## config.mk

```make
export PLATFORM = sky130hd
export DESIGN_NAME = wpp_port
export DESIGN_NICKNAME = d
export VERILOG_FILES = /design/src/wpp_pkg.sv /design/src/wpp_port.sv /design/src/wpp_sync3.sv
export VERILOG_INCLUDE_DIRS = /design/src /design/src/src
export SDC_FILE = /design/constraint.sdc
export NUM_CORES = 1
export LEC_CHECK = 0
export BUFFER_PORTS_ARGS = -buffer_cell sky130_fd_sc_hd__buf_2
export CAP_MARGIN = 5
export CORE_MARGIN = 3
export CORE_UTILIZATION = 45
export CTS_BUF_LIST = sky130_fd_sc_hd__clkbuf_4
export DETAILED_ROUTE_END_ITERATION = 10
export HOLD_SLACK_MARGIN = 0.08
export PLACE_DENSITY = 0.71
export SETUP_SLACK_MARGIN = 0.3
export SLEW_MARGIN = 20
export SYNTH_ARGS = -nofsm -noshare
export SYNTH_HDL_FRONTEND = slang
export SYNTH_SLANG_ARGS = --single-unit
```

## constraint.sdc

```tcl
create_clock -name sys_clk_in -period 1.85 [get_ports sys_clk_in]
set_clock_uncertainty 0.05 [all_clocks]
set_input_delay 0.4625 -clock sys_clk_in [delete_from_list [all_inputs] [get_ports sys_clk_in]]
set_output_delay 0.4625 -clock sys_clk_in [all_outputs]
set_load 0.05 [all_outputs]
```

## src/wpp_regs.svh

```systemverilog
// Constants of the wiper pot serial frame port
`ifndef WPP_REGS_SVH
`define WPP_REGS_SVH
// --------------------------------------------------
// Frame layout
// --------------------------------------------------
`define WPP_WORD_BITS 16
`define WPP_BIT_LAST 4'hF
`define WPP_BIT_ZERO 4'h0
`define WPP_MSB 15
`define WPP_CMD_HI 13
`define WPP_CMD_LO 10
`define WPP_DATA_HI 9
`define WPP_DATA_LO 0
// --------------------------------------------------
// Command codes
// --------------------------------------------------
`define WPP_CMD_NOP 4'h0
`define WPP_CMD_WR_WIPER 4'h1
`define WPP_CMD_RD_WIPER 4'h2
`define WPP_CMD_STORE 4'h3
`define WPP_CMD_REFRESH 4'h4
`define WPP_CMD_RD_OTP 4'h5
`define WPP_CMD_WR_CTRL 4'h6
`define WPP_CMD_RD_CTRL 4'h7
`define WPP_CMD_SHDN 4'h8
// --------------------------------------------------
// Reset values and control fields
// --------------------------------------------------
`define WPP_WIPER_RST 10'h200
`define WPP_CTRL_RST 4'h0
`define WPP_CTRL_PROG_EN 0
`define WPP_WORD_ZERO 16'h0000
// --------------------------------------------------
// Timing
// --------------------------------------------------
`define WPP_SYS_CLK_KHZ 125000
`define WPP_STORE_MS 6
`define WPP_OP_CYCLES 20'h0_0001
`endif

```

## src/wpp_pkg.sv

```systemverilog
// Types shared by the wiper pot serial frame port
package wpp_pkg;
  // Controller states, one-hot
  typedef enum logic [2:0] {
    WPP_ST_IDLE  = 3'b001,
    WPP_ST_FRAME = 3'b010,
    WPP_ST_BUSY  = 3'b100
  } wpp_state_e;
  typedef logic [15:0] wpp_word_t;
  typedef logic [9:0] wpp_data_t;
  typedef logic [3:0] wpp_cmd_t;
  typedef logic [19:0] wpp_cnt_t;
endpackage

```

## src/wpp_port.sv

```systemverilog
// Serial frame port of a single-channel digital potentiometer
// How it works
// - 16-bit shift register, capture on falling clock
// - Serial clock well below 50 MHz at 125 MHz sampling
// - Frame-select fall opens frame, enables shifting
// - Frame-select rise after a whole multiple of 16 clocks commits
// - Early rise aborts, no register changes
// - Open-drain output shifts out register contents
// - Ready output marks finished register/memory operations
// - MSB first: two zeros, command, data
// - Bits counted in whole frames of 16
// - Nonvolatile store locks the shift register
// - Read data appears in following frame
`include "wpp_regs.svh"
`timescale 1ns/1ps
`default_nettype none
module wpp_port
  import wpp_pkg::*;
#(
  // Store time in cycles; shorten for simulation
  parameter wpp_cnt_t STORE_CYCLES = 20'(`WPP_STORE_MS * `WPP_SYS_CLK_KHZ)
) (
  input wire logic sys_clk_in,
  input wire logic rst_in,
  input wire logic sclk_in,
  input wire logic sync_n_in,
  input wire logic din_in,
  input wire logic serial_out_od_in,
  output logic serial_out_od_out,
  output logic serial_out_od_oe_out,
  input wire logic ready_od_in,
  output logic ready_od_out,
  output logic ready_od_oe_out,
  output logic [9:0] wiper_setting_out,
  output logic [3:0] ctrl_out,
  output logic shutdown_out
);
  // --------------------------------------------------
  // Pin synchronisers
  // --------------------------------------------------
  // Sampling at 125 MHz resolves a link clock well below the
  // 50 MHz limit only; full rate needs a faster sampling clock.
  logic sclk_f, sync_n_f, din_f; // Filtered pin levels
  wpp_sync3 u_sync_sclk (.clk_in(sys_clk_in), .rst_in(rst_in), .d_in(sclk_in), .q_out(sclk_f));
  wpp_sync3 u_sync_sync (.clk_in(sys_clk_in), .rst_in(rst_in), .d_in(sync_n_in), .q_out(sync_n_f));
  wpp_sync3 u_sync_din (.clk_in(sys_clk_in), .rst_in(rst_in), .d_in(din_in), .q_out(din_f));

  // --------------------------------------------------
  // State
  // --------------------------------------------------
  wpp_state_e state_reg, state_next; // Controller state
  logic sclk_q_reg, sync_q_reg; // Previous levels for edges
  wpp_word_t shift_reg, shift_next; // Serial shift register
  logic [3:0] bit_cnt_reg, bit_cnt_next; // Bits within current 16
  logic got_word_reg, got_word_next; // At least one whole word seen
  wpp_data_t wiper_setting_reg, wiper_next; // Wiper position
  wpp_data_t otp_wiper_memory, otp_next; // Stored wiper value
  logic [3:0] ctrl_reg, ctrl_next; // Control bits
  logic shdn_reg, shdn_next; // Shutdown flag
  logic rd_pend_reg, rd_pend_next; // Readback waits for next frame
  wpp_word_t rd_word_reg, rd_word_next; // Word to present
  wpp_cnt_t busy_cnt_reg, busy_cnt_next; // Cycles left in operation
  logic store_reg, store_next; // Store in progress, locks shifting
  logic sdo_oe_reg, sdo_oe_next; // Open-drain pull-low enable
  logic rdy_oe_reg, rdy_oe_next; // Ready pull-low enable

  logic sclk_fall, sync_fall, sync_rise;
  wpp_cmd_t cmd;
  wpp_data_t data;
  assign sclk_fall = sclk_q_reg & ~sclk_f;
  assign sync_fall = sync_q_reg & ~sync_n_f;
  assign sync_rise = ~sync_q_reg & sync_n_f;
  assign cmd = shift_reg[`WPP_CMD_HI:`WPP_CMD_LO];
  assign data = shift_reg[`WPP_DATA_HI:`WPP_DATA_LO];

  // --------------------------------------------------
  // Next-state logic
  // --------------------------------------------------
  always_comb begin
    state_next = state_reg;
    shift_next = shift_reg;
    bit_cnt_next = bit_cnt_reg;
    got_word_next = got_word_reg;
    wiper_next = wiper_setting_reg;
    otp_next = otp_wiper_memory;
    ctrl_next = ctrl_reg;
    shdn_next = shdn_reg;
    rd_pend_next = rd_pend_reg;
    rd_word_next = rd_word_reg;
    busy_cnt_next = busy_cnt_reg;
    store_next = store_reg;
    unique case (state_reg)
      WPP_ST_IDLE: begin
        // Open a frame; a pending read loads its word first
        if (sync_fall) begin
          state_next = WPP_ST_FRAME;
          bit_cnt_next = `WPP_BIT_ZERO;
          got_word_next = 1'b0;
          if (rd_pend_reg) begin
            shift_next = rd_word_reg;
            rd_pend_next = 1'b0;
          end
        end
      end
      WPP_ST_FRAME: begin
        if (sync_rise) begin
          state_next = WPP_ST_IDLE;
          // Commit only on a whole number of words
          if (got_word_reg && bit_cnt_reg == `WPP_BIT_ZERO) begin
            state_next = WPP_ST_BUSY;
            busy_cnt_next = `WPP_OP_CYCLES;
            unique case (cmd)
              `WPP_CMD_WR_WIPER: wiper_next = data;
              `WPP_CMD_RD_WIPER: begin
                rd_pend_next = 1'b1;
                rd_word_next = {6'h00, wiper_setting_reg};
              end
              `WPP_CMD_STORE: begin
                // Store only when programming is enabled
                if (ctrl_reg[`WPP_CTRL_PROG_EN]) begin
                  otp_next = wiper_setting_reg;
                  busy_cnt_next = STORE_CYCLES;
                  store_next = 1'b1;
                end
              end
              `WPP_CMD_REFRESH: wiper_next = otp_wiper_memory;
              `WPP_CMD_RD_OTP: begin
                rd_pend_next = 1'b1;
                rd_word_next = {6'h00, otp_wiper_memory};
              end
              `WPP_CMD_WR_CTRL: ctrl_next = data[3:0];
              `WPP_CMD_RD_CTRL: begin
                rd_pend_next = 1'b1;
                rd_word_next = {12'h000, ctrl_reg};
              end
              `WPP_CMD_SHDN: shdn_next = data[0];
              default: busy_cnt_next = `WPP_OP_CYCLES; // Nop and unused codes
            endcase
          end
          // Otherwise the partial frame is simply dropped
        end else if (sclk_fall) begin
          shift_next = {shift_reg[14:0], din_f};
          bit_cnt_next = bit_cnt_reg + 4'h1;
          if (bit_cnt_reg == `WPP_BIT_LAST) begin
            got_word_next = 1'b1;
          end
        end
      end
      WPP_ST_BUSY: begin
        // Frames are ignored while the operation runs
        if (busy_cnt_reg <= `WPP_OP_CYCLES) begin
          state_next = WPP_ST_IDLE;
          store_next = 1'b0;
          busy_cnt_next = 20'h0_0000;
        end else begin
          busy_cnt_next = busy_cnt_reg - `WPP_OP_CYCLES;
        end
      end
      default: state_next = WPP_ST_IDLE;
    endcase
    // Pull low while the shifted-out bit is zero, in a frame only
    sdo_oe_next = (state_next == WPP_ST_FRAME) & ~shift_next[`WPP_MSB];
    // Ready pulled low while an operation is in progress
    rdy_oe_next = (state_next == WPP_ST_BUSY);
  end

  // --------------------------------------------------
  // Registers
  // --------------------------------------------------
  always_ff @(posedge sys_clk_in) begin
    if (rst_in) begin
      state_reg <= WPP_ST_IDLE;
      sclk_q_reg <= 1'b1;
      sync_q_reg <= 1'b1;
      shift_reg <= `WPP_WORD_ZERO;
      bit_cnt_reg <= `WPP_BIT_ZERO;
      got_word_reg <= 1'b0;
      wiper_setting_reg <= `WPP_WIPER_RST;
      otp_wiper_memory <= `WPP_WIPER_RST;
      ctrl_reg <= `WPP_CTRL_RST;
      shdn_reg <= 1'b0;
      rd_pend_reg <= 1'b0;
      rd_word_reg <= `WPP_WORD_ZERO;
      busy_cnt_reg <= 20'h0_0000;
      store_reg <= 1'b0;
      sdo_oe_reg <= 1'b0;
      rdy_oe_reg <= 1'b0;
    end else begin
      state_reg <= state_next;
      sclk_q_reg <= sclk_f;
      sync_q_reg <= sync_n_f;
      shift_reg <= shift_next;
      bit_cnt_reg <= bit_cnt_next;
      got_word_reg <= got_word_next;
      wiper_setting_reg <= wiper_next;
      otp_wiper_memory <= otp_next;
      ctrl_reg <= ctrl_next;
      shdn_reg <= shdn_next;
      rd_pend_reg <= rd_pend_next;
      rd_word_reg <= rd_word_next;
      busy_cnt_reg <= busy_cnt_next;
      store_reg <= store_next;
      sdo_oe_reg <= sdo_oe_next;
      rdy_oe_reg <= rdy_oe_next;
    end
  end

  // Open-drain pins only ever drive low
  assign serial_out_od_out = 1'b0;
  assign serial_out_od_oe_out = sdo_oe_reg;
  assign ready_od_out = 1'b0;
  assign ready_od_oe_out = rdy_oe_reg;
  assign wiper_setting_out = wiper_setting_reg;
  assign ctrl_out = ctrl_reg;
  assign shutdown_out = shdn_reg;

  logic commit;
  assign commit = (state_reg == WPP_ST_FRAME) && sync_rise && got_word_reg && bit_cnt_reg == `WPP_BIT_ZERO;
endmodule
`default_nettype wire

```

## src/wpp_sync3.sv

```systemverilog
// Three-stage pin synchroniser with agreement filter
`timescale 1ns/1ps
`default_nettype none
module wpp_sync3 (
  input wire logic clk_in,
  input wire logic rst_in,
  input wire logic d_in,
  output logic q_out
);
  logic s1_reg, s2_reg, s3_reg, q_reg; // Chain and accepted level
  logic q_next;
  // --------------------------------------------------
  // Accept a change only once stages two and three agree
  // --------------------------------------------------
  always_comb begin
    q_next = q_reg;
    if (s2_reg == s3_reg) begin
      q_next = s3_reg;
    end
  end
  // Stage one is read only by stage two; idle level is high
  always_ff @(posedge clk_in) begin
    if (rst_in) begin
      s1_reg <= 1'b1;
      s2_reg <= 1'b1;
      s3_reg <= 1'b1;
      q_reg <= 1'b1;
    end else begin
      s1_reg <= d_in;
      s2_reg <= s1_reg;
      s3_reg <= s2_reg;
      q_reg <= q_next;
    end
  end
  assign q_out = q_reg;
endmodule
`default_nettype wire

```

==> reports/qor.yml, run 1 <==
run_status:
  status: "finished with violations"
  violations: "setup timing"
sta:
  whs_ns: 0.134
  rsz0062_at_grt: "yes"
  hold_violations: 0
  fin_crit_sh: 1.03
  post-route-min-period_ns: 1.90
  fmax_mhz: 527
  worst_slack_ns: -0.0471
  setup_violations: 6
  slew_violations: 0
route:
  drt-pass1-iter-count: 5
  via_per_inst: 5.90
  finalWirelength_mm: 14.0
  routedWlPerCell_um: 18.8
  ant_nets: 0
  drc: 0
  vias: 4385
  drt-initial-drc-count: 274
cells_and_area:
  postLayoutCellArea_mm2: 0.00674
  largest_reg_flops: 20
  nNetsFinal: 620
  area_growth_pct: 51.6
  drive_above_1_share: 0.524
  diodes: 0
critical_path:
  critPathSlowestCell: "dfxtp_2"
  path_max_fanout: 7
  required_ns: 2.16
  max_stage_delay_ns: 0.42
  crit_chain: "buf_4, nor2b_2, a31oi_4, or2_4, or3_4, o32ai_2"
  startpoint_type: "flop"
  end_kind: "flop"
  cp.arrival_ns: 2.21
  worstSetupPathType: "flop to flop"
floorplan:
  rows: 35
  initial_core_util: 0.472
  coreArea_mm2: 0.00942
  die-area_mm2: 0.0111
  ios: 26
  die_x_um: 105
  die_y_um: 105
clock_tree:
  clock-root-buffer: "clkbuf_4"
  cts.htree.levels: 3
  insertion_delay_ns: 0.46
  tritoncts: "built"
  clk_path_buf_depth: 2
  numCtsBuffers: 9
  cts_sinks: 96
  cts_hold_buf: 0
  clk_pin_slew_ns: 0.15
yosys:
  ys_seq_area_frac: 0.432
  ys_ff_latch: 96
  synth.largest_area_cell: "dfxtp_1"
  async_reset_ff_frac: 0
  synth_warnings: 0
  synthCells: 490
  syn-cell-area_mm2: 0.00445
  ys.flop_type: "dfxtp_1"
  synth_edf_count: 0
  synth_top_area_frac: 0.432
  avgSynthCellArea_um2: 9.07
  synth_area_leaders: "dfxtp_1, mux2i_1, nor2_1, a21oi_1, a211oi_1"
  synth_cell_types: 62
grt:
  grt_pass1_vias: 4266
  grt_max_degree: 26
  antenna_found_initial: 0
  grt_use_total: 0.227
  gr-total-overflow: 0
  grt_pass1_wl_mm: 20.8
pwr:
  peakVddDrop_mv: 0.496
  powerDensity_mw_per_mm2: 485
  power_leakage_uw: 0.00241
placed_design:
  port_buffers: 21
  dp_hpwl_mm: 7.38
  place_area_mm2: 0.00511
  gp_congestion: 0.846
min_path:
  hp-class: "primary input to flop"
job:
  timing.max_cap.violations: 0
[critical path, delay by kind of cell (launching register included)]
| kind | cells | cell delay [ns] |
|---|---|---|
| AO/OA/AOI/OAI | 2 | 0.20 |
| buffers and inverters | 1 | 0.23 |
| flip-flops | 1 | 0.42 |
| AND/OR/NAND/NOR | 3 | 0.91 |
[path summary, 6_finish.rpt]
path	startpoint	slack (ns)	depth (start not counted)	to
hold reg to reg	u_sync_sclk.s1_reg	0.38	1	u_sync_sclk.s2_reg
hold / removal	din_in	0.13	2	u_sync_din.s1_reg
setup / recovery	state_reg[2]	-0.05	6	busy_cnt_reg[0]
setup reg to reg	state_reg[2]	-0.05	6	busy_cnt_reg[0]
[power breakdown]
group	switching, uW	internal, uW	leakage [uW]
clock	786	326	0.0000754
sequential	3.62	2050	0.000792
combinational	66.9	28.5	0.00154
total	857	2410	0.00241
[cell type report]
type                            count  area (um2)
Clock buffer                       10        75.1
Clock inverter                      6        57.6
Fill cell                         606        2680
Inverter                           12        52.6
Multi-Input combinational cell    347        3010
Sequential cell                    96        2000
Tap cell                          129         161
Timing Repair Buffer              143        1390
[cell families (layout without fill, tap and decap cells)]
logic type,Yosys count,count (layout),synth area share
simple gates,173,173,0.225
compound gates,131,132,0.203
flops,96,96,0.432
buf+inv,49,171,0.0495
mux,24,24,0.0543
xor+xnor,12,12,0.0236
fa+ha+maj,4,4,0.0113
other cells,1,2,0.000844
[cells in the final DEF (no fill, tap or decap), drive strengths merged, types with 12 or more instances in the layout]
| cell | instances |
|---|---|
| buf | 141 |
| dfxtp | 96 |
| nor2 | 56 |
| a21oi | 35 |
| nand2 | 25 |
| mux2i | 23 |
| o21ai | 20 |
| a211oi | 19 |
| inv | 16 |
| nor4 | 14 |
| or2 | 13 |
| nor3b | 13 |
| xnor2 | 12 |
[cell usage after synthesis, types with 11 or more instances]
library cell / number
dfxtp_1: 96
mux2i_1: 23
nand2_1: 25
o21ai_0: 20
nor3b_1: 11
xnor2_1: 12
a211oi_1: 16
inv_1: 12
or2_2: 13
a21oi_1: 32
nor4_1: 11
nor2_1: 56
clkbuf_1: 19
[routing by layer]
metal  up-vias  global-route usage  routed length (um)
li1       2008                   -                   -
met1      2146               0.271                5570
met2       183               0.395                7050
met3        48              0.0533                 875
met4         0              0.0862                 514
met5         -                   0                   0
[through the flow]
stage          setup TNS [ns]  cells  power [uW]  worst slack (ns)  utilization
6_report               -0.114    743        3260           -0.0471        0.716
4_1_cts                     0    716        3290           0.00862        0.656
2_1_floorplan               0    491        2180            0.0792            -
5_1_grt                 -1.32    743        3380           -0.0891        0.716
3_5_place_dp           -0.726    659        2200           -0.0893        0.543
3_3_place_gp           -0.103    659        2200           -0.0155        0.543
[what timing repair did]
action | in CTS | in global routing
endpoints found under the setup margin | 94 | 96
gates cloned | 3 | 1
gates resized for setup | 154 | 92
endpoints found under the hold margin | 0 | 0
buffers inserted | 38 | 26
pin swaps | 38 | 42
Note: power is estimated with default switching activity, not from simulation.
==> run 2, diff against run 1 <==
--- a/config.mk
+++ b/config.mk
@@ -18,4 +18,5 @@
 export SLEW_MARGIN = 20
 export SYNTH_ARGS = -nofsm -noshare
 export SYNTH_HDL_FRONTEND = slang
+export SYNTH_HIERARCHICAL = 1
 export SYNTH_SLANG_ARGS = --single-unit
==> reports/qor.yml, run 2 <==
placed_design:
  dp_cells: 691
  dp_hpwl_mm: 7.35
  port_buffers: 21
  gp_congestion: 0.909
pwr:
  powerDensity_mw_per_mm2: 481
  total_power_uw: 3360
  power_leakage_uw: 0.00263
  peakVddDrop_mv: 0.503
critical_path:
  startpoint_type: "flop"
  critPathSlowestCell: "or4_4"
  worst_path_dominant_cell_family: "simple AND/OR/NAND/NOR gates"
  worstSetupPathType: "flop to flop"
  crit_chain: "or4_4, nor3_4, buf_6, buf_4, buf_4, a311oi_1, o21bai_1, a21o_1"
  end_kind: "flop"
  crit_path_start: "busy_cnt_reg[3]"
  cp.buffers_inverters: 3
  max_stage_delay_ns: 0.54
  reg2reg_from: "busy_cnt_reg[3]"
  path_max_fanout: 4
  path_common_cell: "buf_4"
  required_ns: 2.20
  cp.arrival_ns: 2.38
clock_tree:
  cts.htree.levels: 3
  clock-root-buffer: "clkbuf_4"
  cts_sinks: 96
  clk_path_buf_depth: 2
  insertion_delay_ns: 0.47
  clk_pin_slew_ns: 0.17
  numCtsBuffers: 9
  tritoncts: "built"
  cts_hold_buf: 0
yosys:
  synth_xor_area_frac: 0.00988
  synth_fa_ha_area_frac: 0.0113
  async_reset_ff_frac: 0
  ys_seq_area_frac: 0.433
  synth_compound_area_frac: 0.194
  synth_cell_types: 69
  synth_top_area_frac: 0.433
  ys_ff_latch: 96
  syn-cell-area_mm2: 0.00443
  synth.cells.most_frequent: "dfxtp_1, nand2_1, nor2_1, a21oi_1, mux2i_1"
  synth_most_common_cell: "dfxtp_1"
  synth_area_leaders: "dfxtp_1, a21oi_1, mux2i_1, nand2_1, nor2_1"
  synth_warnings: 6
  synthMuxAreaShare: 0.0545
  avgSynthCellArea_um2: 8.78
  ys.flop_type: "dfxtp_1"
  synth_edf_count: 0
  synthCells: 505
  synthSimpleGateAreaFrac: 0.245
  synth_top_family_by_area: "simple AND/OR/NAND/NOR gates"
  synth.largest_area_cell: "dfxtp_1"
sta:
  post-route-min-period_ns: 2.03
  fin_crit_sh: 1.10
  fmax_mhz: 493
  slew_violations: 0
  worstMarginPinSlew_ns: 0.787
  worst_slack_ns: -0.177
  hold_violations: 0
  rsz0062_at_grt: "yes"
  setup_violations: 47
  relSlewSlack: 0.471
cells_and_area:
  layout.cells.non_filler: 769
  nNetsFinal: 646
  final_common_cell: "buf_4"
  drive_above_1_share: 0.559
  largest_reg_flops: 20
  final_util: 0.742
  diodes: 0
  area_growth_pct: 57.6
  most-common-layout-cells: "buf_4, dfxtp_1, buf_6"
floorplan:
  ios: 26
  initial_core_util: 0.471
  die_y_um: 105
  die_x_um: 105
  rows: 35
  coreArea_mm2: 0.00942
  die-area_mm2: 0.0111
grt:
  gr-total-overflow: 0
  antenna_found_initial: 0
  grt_pass1_wl_mm: 22.7
  grt_use_total: 0.251
  grt_pass1_vias: 4624
  grt_max_degree: 65
route:
  vias: 4802
  via_per_inst: 6.24
  routedWlPerCell_um: 21.6
  drt-initial-drc-count: 421
  drc: 0
  finalWirelength_mm: 16.6
  drt-pass1-iter-count: 5
  ant_nets: 0
min_path:
  hp-class: "primary input to flop"
  worstHoldStart: "sclk_in"
run_status:
  violations: "setup timing"
  status: "finished with violations"
job:
  timing.max_cap.violations: 0
## run 2: cell count changes in the layout (fill, tap and decap cells not counted), sizes merged, moves of 6 or more
| cell | change |
|---|---|
| nand2 | +29 |
| o2bb2ai | -9 |
| a21oi | +11 |
| buf | +6 |
| xnor2 | -9 |
| o32ai | -6 |
## run 2: routing by layer
| metal | track usage | routed length (um) |
|---|---|---|
| met4 | 0.110 | 1050 |
| met1 | 0.306 | 5980 |
| met3 | 0.0416 | 1390 |
| met2 | 0.433 | 8220 |
| met5 | 0 | 0 |
## run 2: area by class of cell
class / instances / area, um2
Clock inverter: 6 / 67.6
Clock buffer: 10 / 75.1
Timing Repair Buffer: 148 / 1530
Tap cell: 129 / 161
Multi-Input combinational cell: 366 / 3120
Sequential cell: 96 / 1990
Fill cell: 549 / 2420
Inverter: 14 / 52.6
## run 2: cell families (layout without fill, tap and decap cells)
family	Yosys count	after routing
flops	96	96
compound gates	131	132
simple gates	197	199
buf+inv	47	178
mux	24	24
xor+xnor	5	5
fa+ha+maj	4	4
other cells	1	2
## run 2: metrics by stage
step	TNS (ns)	setup WS, ns	area (um2)	hold WS (ns)
6_report	-2.89	-0.177	6990	0.126
3_3_place_gp	-0.964	-0.0971	5360	0.337
2_1_floorplan	0	0.0138	4770	0.335
3_5_place_dp	-1.75	-0.139	5360	0.342
5_1_grt	-6.88	-0.197	6990	0.105
4_1_cts	-1.73	-0.0887	6410	0.121
## run 2: path summary, 6_finish.rpt
path / endpoint / slack (ns) / depth (start not counted)
hold / removal: u_sync_sclk/s1_reg / 0.13 / 2
hold reg to reg: u_sync_sclk/s2_reg / 0.38 / 1
setup / recovery: state_reg[0] / -0.18 / 8
setup reg to reg: state_reg[0] / -0.18 / 8
## run 2: timing repair
item | in CTS | in global routing
resized for setup | 152 | 106
gates cloned | 8 | 0
setup endpoints to repair | 97 | 96
pin swaps | 73 | 61
buffers inserted | 34 | 20
## run 2: where the power goes
part / internal (uW) / total (uW) / switching (uW) / leakage [uW]
sequential: 2060 / 2060 / 3.43 / 0.000791
combinational: 28.5 / 93.8 / 65.3 / 0.00176
clock: 434 / 1210 / 774 / 0.0000746
==> run 3, diff against run 2 <==
--- a/config.mk
+++ b/config.mk
@@ -14,7 +14,6 @@
 export DETAILED_ROUTE_END_ITERATION = 10
 export HOLD_SLACK_MARGIN = 0.08
 export PLACE_DENSITY = 0.71
-export SETUP_SLACK_MARGIN = 0.3
 export SLEW_MARGIN = 20
 export SYNTH_ARGS = -nofsm -noshare
 export SYNTH_HDL_FRONTEND = slang
==> reports/qor.yml, run 3 (synthesis gave the netlist of run 2 again) <==
run_status:
  status: "finished with violations"
  violations: "setup timing"
job:
  timing.max_cap.violations: 0
clock_tree:
  clk_pin_slew_ns: 0.16
  clk_path_buf_depth: 2
  cts_hold_buf: 0
  cts.htree.levels: 3
  numCtsBuffers: 9
  insertion_delay_ns: 0.47
  clock-root-buffer: "clkbuf_4"
  cts_sinks: 96
  tritoncts: "built"
sta:
  slew_violations: 0
  setup_violations: 23
  fin_setup_tns_ns: -1.53
  worst_slack_ns: -0.127
  post-route-min-period_ns: 1.98
  hold_violations: 0
  worstMarginPinSlew_ns: 0.686
  fmax_mhz: 506
  fin_crit_sh: 1.07
  relSlewSlack: 0.538
  rsz0062_at_grt: "yes"
pwr:
  powerDensity_mw_per_mm2: 555
  peakVddDrop_mv: 0.399
  power_leakage_uw: 0.00215
floorplan:
  die-area_mm2: 0.0111
  initial_core_util: 0.471
  rows: 35
  coreArea_mm2: 0.00942
  die_y_um: 105
  ios: 26
  die_x_um: 105
route:
  drt-pass1-iter-count: 5
  routedWlPerCell_um: 16.3
  vias: 4212
  drt-initial-drc-count: 280
  via_per_inst: 5.69
  ant_nets: 0
  finalWirelength_mm: 12.1
  drc: 0
cells_and_area:
  layout.cells.non_filler: 740
  diodes: 0
  largest_reg_flops: 20
  most-common-layout-cells: "dfxtp_1, buf_4, nand2_1"
  drive_above_1_share: 0.375
  final_common_cell: "dfxtp_1"
  postLayoutCellArea_mm2: 0.00586
  nNetsFinal: 617
  area_growth_pct: 32.1
critical_path:
  startpoint_type: "flop"
  worstSetupPathType: "flop to flop"
  crit_cells: 6
  cp.arrival_ns: 2.28
  reg2reg_from: "busy_cnt_reg[19]"
  max_stage_delay_ns: 0.54
  path_max_fanout: 7
  cp.buffers_inverters: 1
  critPathSlowestCell: "or4_4"
  reg2reg_depth: 6
  worst_path_dominant_cell_family: "simple AND/OR/NAND/NOR gates"
  end_kind: "flop"
  crit_path_start: "busy_cnt_reg[19]"
  crit_chain: "or4_4, nor3_4, a31oi_4, buf_6, a221oi_2, nor2_1"
  required_ns: 2.15
placed_design:
  dp_hpwl_mm: 7.60
  port_buffers: 21
  gp_congestion: 0.858
  dp_cells: 705
  place_area_mm2: 0.00519
min_path:
  hp-class: "primary input to flop"
  hold_path_depth: 2
  worstHoldStart: "sclk_in"
grt:
  grt_max_degree: 38
  gr-total-overflow: 0
  antenna_found_initial: 0
  grt_pass1_wl_mm: 18.8
  grt_pass1_vias: 4036
  grt_use_total: 0.205
-- run 3: worst paths after layout --
| kind | endpoint | slack, ns |
|---|---|---|
| max | busy_cnt_reg[13] | -0.13 |
| min | u_sync_sclk/s1_reg | 0.13 |
| max reg2reg | busy_cnt_reg[13] | -0.13 |
| min reg2reg | u_sync_sclk/s2_reg | 0.38 |
-- run 3: stage by stage --
| step | utilization | total power [uW] | setup WS (ns) | hold WS (ns) |
|---|---|---|---|---|
| after CTS | 0.592 | 3280 | -0.100 | 0.111 |
| after floorplan | - | 2180 | -0.0170 | 0.335 |
| after global routing | 0.622 | 3380 | -0.193 | 0.102 |
| after global placement | 0.551 | 2200 | -0.121 | 0.337 |
| after detailed placement | 0.551 | 2200 | -0.161 | 0.347 |
| final | 0.622 | 3250 | -0.127 | 0.126 |
-- run 3: layout make-up --
cell class | count | area, um2
fill | 752 | 3560
multi-input combinational | 364 | 2620
sequential | 96 | 1940
timing repair buffer | 121 | 960
tap | 129 | 161
clock buffer | 9 | 67.6
clock inverter | 7 | 61.3
inverter | 14 | 52.6
-- run 3: timing repair --
action | in CTS | in global routing
buffers inserted | 11 | 8
resized for setup | 50 | 60
endpoints found under the hold margin | 0 | 0
pin swaps | 26 | 33
gates cloned | 1 | 1
setup endpoints to repair | 51 | 67
-- run 3: power breakdown --
| part | total (uW) | switching [uW] | internal (uW) |
|---|---|---|---|
| clock | 1090 | 783 | 308 |
| sequential | 2080 | 3.45 | 2080 |
| combinational | 82.1 | 57.6 | 24.5 |
-- run 3: per-layer routing --
layer  vias to the layer above  routed length (um)  track usage
met1                      2059                5080        0.263
met2                       110                6200        0.346
met3                        24                 571       0.0318
met4                         0                 213       0.0797
li1                       2019                   -            -
met5                         -                   0            0
